`src/verilog/rssg_defines.vh`:
```
`ifndef RSSG_DEFINES_VH
`define RSSG_DEFINES_VH
// Wishbone register offsets (byte addresses)
`define RSSG_REG_CTRL      8'h00
`define RSSG_REG_STATUS    8'h04
`define RSSG_REG_MSTEP     8'h08
// Control field positions and reset value
`define RSSG_CTRL_ENABLE   0
`define RSSG_CTRL_DELETE   1
`define RSSG_CTRL_RESET    2'h1
// Status field positions
`define RSSG_ST_GRANT_LSB  0
`define RSSG_ST_VALID      3
`define RSSG_ST_STOP       4
`define RSSG_ST_SS1        5
`define RSSG_ST_SS2        6
// Timing
`define RSSG_CLK_MHZ       50
`define RSSG_STEP_DELAY_US 50
`define RSSG_STEP_DELAY_CYC (`RSSG_STEP_DELAY_US * `RSSG_CLK_MHZ)
`endif

```
`src/verilog/rssg_sync.v`:
```
`timescale 1ns/100ps
module rssg_sync #(
    parameter W = 1
) (
    // Clock
    input  wire         clk_i,
    // Async level in, synchronised level out
    input  wire [W-1:0] d_i,
    output wire [W-1:0] q_o
);
    reg [W-1:0] meta_r;
    reg [W-1:0] sync_r;
    always @(posedge clk_i) begin
        meta_r <= d_i;
        sync_r <= meta_r;
    end
    assign q_o = sync_r;
endmodule // rssg_sync

```
`src/verilog/rssg_top.v`:
```
// Chosen here: the address map and the Wishbone slave port.
`timescale 1ns/100ps
// Function
// At most one of the six readers is granted the line at any time.
// A reader bids by holding its bid input low; bid primes grant.
// Grant sets when slot counter decodes step three with character clock, bid primed.
// Granted reader's slot counter ignores step pulses until grant ends.
// Granted reader gets active-low on-line and contact sampling enable.
// Finished reader hands grant to next reader in numeric order.
// Steps go to message-start generator normally, to reader in delete mode.
// Normal mode: read pulses become generator steps, reader step stays idle.
// Once delete-prime falls, steps go to granted reader and alarm logic.
// Each incoming low reader step starts a 50 us delay.
// At delay end one delayed step passes unless a stop is active.
// Stop is OR of master stop, five supplementary stops, alarm, remote stop.
// Any active stop suppresses delayed step pulses.
// Stop present at grant step time blocks the delayed step 50 us later.
// Manual step request primes first single-step flop, set by next step.
// Second single-step flop, set next, forces step gate open despite stop.
// Each manual request yields exactly one normally timed output step.
// Single-step flops return to rest through normal step flow.
// After second flop sets, next step clears both flops.
// Remote stop-send also blocks the step-read pulse.
// Grant order wraps from six to one and skips non-bidding slots.
// Asynchronous bid, stop and manual inputs pass a two-flop synchroniser.
`include "rssg_defines.vh"
module rssg_top #(
    parameter NRD      = 6,
    parameter DLY_CYC  = `RSSG_STEP_DELAY_CYC
) (
    // Clock and reset
    input  wire           clk_i,
    input  wire           rst_i,
    // Wishbone slave
    input  wire           cyc_i,
    input  wire           stb_i,
    input  wire           we_i,
    input  wire [7:0]     adr_i,
    input  wire [3:0]     sel_i,
    input  wire [31:0]    dat_i,
    output reg  [31:0]    dat_o,
    output reg            ack_o,
    // Reader side (asynchronous)
    input  wire [NRD-1:0] bid_n_i,
    input  wire [NRD-1:0] stop_n_i,
    input  wire [NRD-1:0] manual_step_i,
    input  wire [NRD-1:0] tx_done_i,
    input  wire           delete_prime_n_i,
    input  wire           remote_stop_n_i,
    input  wire           alarm_n_i,
    // Converter and timing (same clock)
    input  wire           reader_step_n_i,
    input  wire           char_clk_i,
    input  wire           read_pulse_i,
    // Outputs
    output reg  [NRD-1:0] online_n_o,
    output reg  [NRD-1:0] contact_en_o,
    output reg  [NRD-1:0] reader_step_o,
    output reg            som_step_n_o,
    output reg            alarm_step_o,
    output reg            step_out_o,
    output reg            step_read_o
);
    localparam GW = 3;
    localparam DW = 12;
    // Timer width covers the default delay; widen DW for slower steps
    localparam [31:0]   DLY_M1     = DLY_CYC - 1;
    localparam [DW-1:0] DLY_LAST   = DLY_M1[DW-1:0];
    // Slot counter codes
    localparam [1:0]    SLOT_IDLE  = 2'h0;
    localparam [1:0]    SLOT_THIRD = 2'h3;

    // Synchronised asynchronous inputs
    wire [NRD-1:0] bid_n_s;
    wire [NRD-1:0] stop_n_s;
    wire [NRD-1:0] man_s;
    wire [NRD-1:0] done_s;
    wire           del_n_s;
    wire           rstop_n_s;
    wire           alarm_n_s;
    // Other equipment drives these; two flops guard against metastability
    wire [4*NRD+2:0] async_in = {bid_n_i, stop_n_i, manual_step_i, tx_done_i,
                                 delete_prime_n_i, remote_stop_n_i, alarm_n_i};
    rssg_sync #(.W(4*NRD+3)) u_sync (
        .clk_i (clk_i),
        .d_i   (async_in),
        .q_o   ({bid_n_s, stop_n_s, man_s, done_s, del_n_s, rstop_n_s, alarm_n_s})
    );

    // Registers
    reg  [1:0]     ctrl_r;
    reg  [NRD-1:0] mstep_r;
    wire           enable   = ctrl_r[`RSSG_CTRL_ENABLE];
    wire           delete_m = ctrl_r[`RSSG_CTRL_DELETE] | ~del_n_s;

    // Step edge detect on local incoming step
    // Held at the pin's idle level in reset, so no false step follows
    reg            step_d_r;
    wire           step_in  = ~reader_step_n_i & step_d_r;
    always @(posedge clk_i) begin
        if (rst_i) begin
            step_d_r <= 1'b1;
        end else begin
            step_d_r <= reader_step_n_i;
        end
    end

    // Grant state
    reg  [GW-1:0]  grant_r;
    reg            gvalid_r;
    reg  [1:0]     slot_cnt_r [0:NRD-1];
    reg  [GW-1:0]  ptr_r;

    // Low bid primes its slot
    wire [NRD-1:0] bid_prime = ~bid_n_s;
    // A slot restarts from idle once its reader releases the line
    wire           grant_end = gvalid_r & done_s[grant_r];

    // Wraps from the last reader back to the first
    function [GW-1:0] next_idx;
        input [GW-1:0] i;
        begin
            next_idx = (i == NRD - 1) ? {GW{1'b0}} : i + 1'b1;
        end
    endfunction

    // Slot counter third-step decode
    function third_step;
        input [1:0] c;
        begin
            third_step = (c == SLOT_THIRD);
        end
    endfunction

    // Each slot counts steps only while the pointer rests on it
    genvar g;
    generate
        for (g = 0; g < NRD; g = g + 1) begin : g_slot
            always @(posedge clk_i) begin
                if (rst_i) begin
                    slot_cnt_r[g] <= SLOT_IDLE;
                end else if (grant_end && grant_r == g) begin
                    slot_cnt_r[g] <= SLOT_IDLE;
                end else if (gvalid_r && grant_r == g) begin
                    slot_cnt_r[g] <= slot_cnt_r[g];
                end else if (step_in && ptr_r == g) begin
                    if (third_step(slot_cnt_r[g]) || !bid_prime[g])
                        slot_cnt_r[g] <= SLOT_IDLE;
                    else
                        slot_cnt_r[g] <= slot_cnt_r[g] + 2'h1;
                end
            end
        end
    endgenerate

    // Grant arbitration: one grant register keeps the line exclusive
    // Pointer walks past silent slots one per clock
    reg  [GW-1:0]  grant_nxt;
    reg            gvalid_nxt;
    reg  [GW-1:0]  ptr_nxt;
    always @* begin
        grant_nxt  = grant_r;
        gvalid_nxt = gvalid_r;
        ptr_nxt    = ptr_r;
        if (!enable) begin
            gvalid_nxt = 1'b0;
        end else if (gvalid_r) begin
            if (done_s[grant_r]) begin
                gvalid_nxt = 1'b0;
                ptr_nxt    = next_idx(grant_r);
            end
        end else if (!bid_prime[ptr_r]) begin
            ptr_nxt = next_idx(ptr_r);
        end else if (third_step(slot_cnt_r[ptr_r]) && char_clk_i) begin
            grant_nxt  = ptr_r;
            gvalid_nxt = 1'b1;
        end
    end

    always @(posedge clk_i) begin
        if (rst_i) begin
            grant_r  <= {GW{1'b0}};
            gvalid_r <= 1'b0;
            ptr_r    <= {GW{1'b0}};
        end else begin
            grant_r  <= grant_nxt;
            gvalid_r <= gvalid_nxt;
            ptr_r    <= ptr_nxt;
        end
    end

    // Stop collection
    wire reader_stop = ~(&stop_n_s);
    wire alarm_stop  = ~alarm_n_s;
    wire remote_stop = ~rstop_n_s;
    wire stop_any    = reader_stop | alarm_stop | remote_stop;

    // Step delay timer
    // Stop is latched over the whole delay: one raised at grant time
    // passes the synchroniser well before the delayed step is due
    reg [DW-1:0] dly_cnt_r;
    reg          dly_run_r;
    reg          stop_lat_r;
    reg          dly_done_r;
    wire         dly_last = (dly_cnt_r == DLY_LAST);
    always @(posedge clk_i) begin
        dly_done_r <= 1'b0;
        if (rst_i) begin
            dly_cnt_r  <= {DW{1'b0}};
            dly_run_r  <= 1'b0;
            stop_lat_r <= 1'b0;
        end else if (step_in) begin
            dly_cnt_r  <= {DW{1'b0}};
            dly_run_r  <= 1'b1;
            stop_lat_r <= stop_any;
        end else if (dly_run_r) begin
            stop_lat_r <= stop_lat_r | stop_any;
            if (dly_last) begin
                dly_run_r  <= 1'b0;
                dly_done_r <= 1'b1;
            end else begin
                dly_cnt_r <= dly_cnt_r + 1'b1;
            end
        end
    end

    // Single-step flops: no reset, cleared by step flow
    // Request pends until the next step so a short pulse is not lost
    reg ss1_r;
    reg ss2_r;
    reg man_pend_r;
    always @(posedge clk_i) begin
        if (|man_s || |mstep_r)
            man_pend_r <= 1'b1;
        else if (step_in)
            man_pend_r <= 1'b0;
        if (step_in) begin
            if (ss2_r) begin
                ss1_r <= 1'b0;
                ss2_r <= 1'b0;
            end else if (ss1_r) begin
                ss2_r <= 1'b1;
            end else begin
                ss1_r <= man_pend_r;
                ss2_r <= 1'b0;
            end
        end
    end

    // Step pass gate; ss2 lets exactly one delayed step through a stop
    wire pass_ok = ~(stop_lat_r | stop_any) | ss2_r;
    wire step_go = dly_done_r & pass_ok;

    // One-hot decode of the granted reader, shared by every per-reader output
    function [NRD-1:0] grant_hot;
        input [GW-1:0] idx;
        input          vld;
        integer        j;
        begin
            for (j = 0; j < NRD; j = j + 1)
                grant_hot[j] = vld && (idx == j);
        end
    endfunction

    wire [NRD-1:0] gsel = grant_hot(grant_r, gvalid_r);

    // Generator steps in normal mode; reader steps and alarm feed in delete mode
    always @(posedge clk_i) begin
        if (rst_i) begin
            som_step_n_o <= 1'b1;
            alarm_step_o <= 1'b0;
            step_out_o   <= 1'b0;
            step_read_o  <= 1'b0;
        end else begin
            step_out_o   <= step_go;
            step_read_o  <= read_pulse_i & rstop_n_s;
            som_step_n_o <= ~(gvalid_r & ~delete_m & read_pulse_i
                              & rstop_n_s);
            alarm_step_o <= gvalid_r & delete_m & step_go;
        end
    end

    // Reset leaves every reader off line with its contacts masked
    always @(posedge clk_i) begin
        if (rst_i) begin
            online_n_o    <= {NRD{1'b1}};
            contact_en_o  <= {NRD{1'b0}};
            reader_step_o <= {NRD{1'b0}};
        end else begin
            online_n_o    <= ~gsel;
            contact_en_o  <= gsel;
            reader_step_o <= gsel & {NRD{delete_m & step_go}};
        end
    end

    // Wishbone slave: ack one cycle after the request, dropped the cycle after
    // Writes land on the edge where ack is high, as the master expects
    wire        wb_req = cyc_i & stb_i & ~ack_o;
    wire        wb_wr  = cyc_i & stb_i & ack_o & we_i & sel_i[0];
    reg  [31:0] status_w;
    reg  [31:0] rd_nxt;

    // Status word assembled from its field positions
    always @* begin
        status_w                           = 32'h0000_0000;
        status_w[`RSSG_ST_GRANT_LSB +: GW] = grant_r;
        status_w[`RSSG_ST_VALID]           = gvalid_r;
        status_w[`RSSG_ST_STOP]            = stop_any;
        status_w[`RSSG_ST_SS1]             = ss1_r;
        status_w[`RSSG_ST_SS2]             = ss2_r;
    end

    // Read mux; unmapped offsets read as zero
    always @* begin
        rd_nxt = 32'h0000_0000;
        if (wb_req && !we_i) begin
            case (adr_i)
                `RSSG_REG_CTRL:   rd_nxt = {30'h0000_0000, ctrl_r};
                `RSSG_REG_STATUS: rd_nxt = status_w;
                default:          rd_nxt = 32'h0000_0000;
            endcase
        end
    end

    // Bit 1 of the control word forces delete mode alongside the pin
    always @(posedge clk_i) begin
        if (rst_i) begin
            ack_o   <= 1'b0;
            dat_o   <= 32'h0000_0000;
            ctrl_r  <= `RSSG_CTRL_RESET;
            mstep_r <= {NRD{1'b0}};
        end else begin
            ack_o   <= wb_req;
            dat_o   <= rd_nxt;
            mstep_r <= {NRD{1'b0}};
            if (wb_wr && adr_i == `RSSG_REG_CTRL)
                ctrl_r <= dat_i[1:0];
            if (wb_wr && adr_i == `RSSG_REG_MSTEP)
                mstep_r <= dat_i[NRD-1:0];
        end
    end
endmodule // rssg_top

```
`config.mk`:
```
export PLATFORM = sky130hd
export DESIGN_NAME = rssg_top
export DESIGN_NICKNAME = d
export VERILOG_FILES = /design/src/verilog/rssg_sync.v /design/src/verilog/rssg_top.v
export VERILOG_INCLUDE_DIRS = /design/src /design/src/verilog
export SDC_FILE = /design/constraint.sdc
export NUM_CORES = 1
export LEC_CHECK = 0
export ABC_AREA = 1
export ABC_CLOCK_PERIOD_IN_PS = 5000
export BUFFER_PORTS_ARGS = -buffer_cell sky130_fd_sc_hd__buf_4
export CAP_MARGIN = 20
export CORE_ASPECT_RATIO = 0.8
export CORE_MARGIN = 8
export CORE_UTILIZATION = 55
export DETAILED_ROUTE_END_ITERATION = 12
export PLACE_DENSITY = 0.94
export REMOVE_ABC_BUFFERS = 1
export SLEW_MARGIN = 10
export SYNTH_ARGS = -nofsm -noshare
export SYNTH_HDL_FRONTEND = slang
export SYNTH_SLANG_ARGS = --single-unit
export TNS_END_PERCENT = 50
```
`constraint.sdc`:
```
create_clock -name clk_i -period 5 [get_ports clk_i]
set_clock_uncertainty 0.15 [all_clocks]
set_input_delay 1.5 -clock clk_i [delete_from_list [all_inputs] [get_ports clk_i]]
set_output_delay 1.5 -clock clk_i [all_outputs]
set_load 0.005 [all_outputs]
```
==> impl_metrics.yaml <==
status:
  outcome: "finished, final reports clean"
timing:
  setup_ws_ps: 2330
  period_needed_ps: 2670
  drv_slew: 0
  finalHoldViolCount: 0
  fmax_ghz: 0.3746
  max-slew-margin-rel_pct: 61.17
  grt_setup_unrepaired: "false"
  timing.final.crit_share_pct: 53.39
  worst_pin_slew_ps: 581.9
  setup_viol_count_final: 0
  tns_ps: 0
  whs_ps: 175.7
setup_path:
  critPathBufInv: 1
  crit_arrival_ps: 1020
  critical_path.top_delay_family: "flip-flops"
  cpPeakStageDelay_ps: 370
  cp-end-kind: "primary output"
  slowest_stage: "dfxtp_1"
  cp_max_fo: 3
  crit_type: "flip-flop to primary output"
  worstSetupStartpointType: "flip-flop"
  worstPathRequired_ps: 3350
  path_cells: "buf_4"
floorplanning:
  rows: 30
  die_h_um: 99.37
  dieWidth_um: 120.2
  io_pins: 134
  design.die.area_um2: 11950
  core-area_um2: 8446
  start_util_pct: 56.58
clock_network:
  clock_sinks: 133
  clock_path_buffers: 2
  cts_tree: "done"
  ctsResizeCount: 0
  clkTransAtPathRegs_ps: 60
  cts_hold_buf: 0
  cts_buffers: 17
  cts-htree-levels: 4
  root_buffer: "clkbuf_8"
  post-cts-setup-buffer-count: 0
  insertion_delay_ps: 520
synthesis:
  seq_area_frac_synth_pct: 58.65
  ys.flop_type: "dfxtp_1"
  yosys_register_bits: 133
  synthTopCellsByCount: "dfxtp_1, nand2_1, nor2_1"
  yosys-top-cells-area: "dfxtp_1, edfxtp_1, nand2_1, nor2_1, inv_1"
  synth_area_um2: 4778
  yosysTopAreaCellShare_pct: 49.86
  synth_edf_count: 14
  yosysMostFrequentCell: "dfxtp_1"
  async_reset_ff_share_pct: 0
  synth_area_per_cell_um2: 8.800
  ys.warnings.count: 0
  synthDistinctLibCells: 32
  synth.largest_area_cell: "dfxtp_1"
  synth_cells: 543
pwr:
  power_mw: 2.782
  p_leak_nw: 2.725
  irDropWorstVdd_uv: 273.7
  p_per_area_nw_per_um2: 466.4
place:
  dp_hpwl_mm: 7.850
  dp_slack_ps: 2011
  place.gp.congestion: 0.9185
  place.port_buffers: 79
grt:
  grt_pass1_wl_mm: 17.35
  grt_pass1_vias: 3731
  grt_max_degree: 17
  track_usage_pct: 18.16
  antenna_found_initial: 0
  grt.overflow.total: 0
drt:
  drt_iter0_drc: 461
  detail-route-antenna-nets: 0
  wl_per_cell_um: 14.12
  viasPerCell: 4.864
  dr.pass1.iters: 5
  drc: 0
  routed-via-count: 3682
  wirelength_mm: 10.69
finish:
  drive_gt1_share_pct: 18.45
  nNetsFinal: 720
  fillCellCount: 615
  area_growth_pct: 24.85
  multi_input_area_um2: 1562
  antenna_cells: 0
  register_area_um2: 2803
flow_run:
  maxCapViolCount: 0
min_path:
  hold_path_class: "flip-flop to flip-flop"
## layer usage
metal  wire length (um)  track usage, %  vias up
met1               4615           21.48     1662
li1                   -               -     1842
met3                999           6.965       15
met4                128           6.513        0
met5                  0               0        -
met2               4947           29.50      163
## sequential cells by signal, summed over array words and instances (netlist names), 2 cells and up, named ones only
signal,flops
dly_cnt_r,12
reader_step_o,6
online_n_o,6
u_sync.q_o,27
ptr_r,3
dat_o,7
slot_cnt_r,12
ctrl_r,2
contact_en_o,6
mstep_r,6
grant_r,3
u_sync.meta_r,27
## final timing paths
path	start	depth (start not counted)	slack, ps	end
min reg2reg	u_sync.meta_r[20]	0	180	u_sync.q_o[20]
max	ack_o	1	2330	ack_o
max reg2reg	dly_cnt_r[0]	8	2980	dly_cnt_r[1]
min	u_sync.meta_r[20]	0	180	u_sync.q_o[20]
## worst reg2reg max path: stages, from the launching register on
cell     delay [ps]
dfxtp_1         400
ha_1            310
nand2_1          80
nor3_1          190
nand3_2         210
nand2_4         210
inv_1           180
nor2_1          140
nor2_1           60
## report_power, final
group          switching (mW)  internal, mW
Sequential             0.0615          1.15
Clock                   0.470         0.759
Combinational           0.225         0.118
## final cells by class
type | count | share of cell area (%)
Tap cell | 112 | 2.349
Multi-Input combinational cell | 330 | 26.17
Clock inverter | 10 | 1.762
Clock buffer | 22 | 8.326
Timing Repair Buffer | 79 | 9.941
Inverter | 71 | 4.467
Sequential cell | 133 | 46.98
## kinds of logic after synthesis
kind of cell | count (synthesis) | share of synthesized area, %
xor gates and xnor gates | 10 | 1.833
AOI/OAI and AO/OA | 39 | 4.294
DFF | 133 | 58.65
adders and majority gates | 9 | 2.357
buffers and inverters | 104 | 10.55
and+or+nand+nor | 247 | 22.23
other | 1 | 0.07848
## layout by cell type, fill, tap and decap left out, types with 3 or more instances in the layout
cell,n
dfxtp_1,119
clkbuf_16,19
nor3_1,13
buf_4,79
xor2_1,7
xnor2_1,3
conb_1,25
nor4_1,5
inv_1,69
ha_1,9
o21ai_0,14
nor2_1,76
a21oi_1,20
inv_6,3
nand3_1,29
edfxtp_1,14
nand2_1,106
clkinv_4,3
nand4_1,8
## stage by stage
step                      utilization (%)  cell area, um2  cells
final                               70.64            5966    757
after global routing                70.64            5966    757
after CTS                           70.64            5966    757
after detailed placement            63.51            5364    725
after global placement              63.51            5364    725
after floorplan                         -            4631    534
Power figures use the tool's default switching activity.
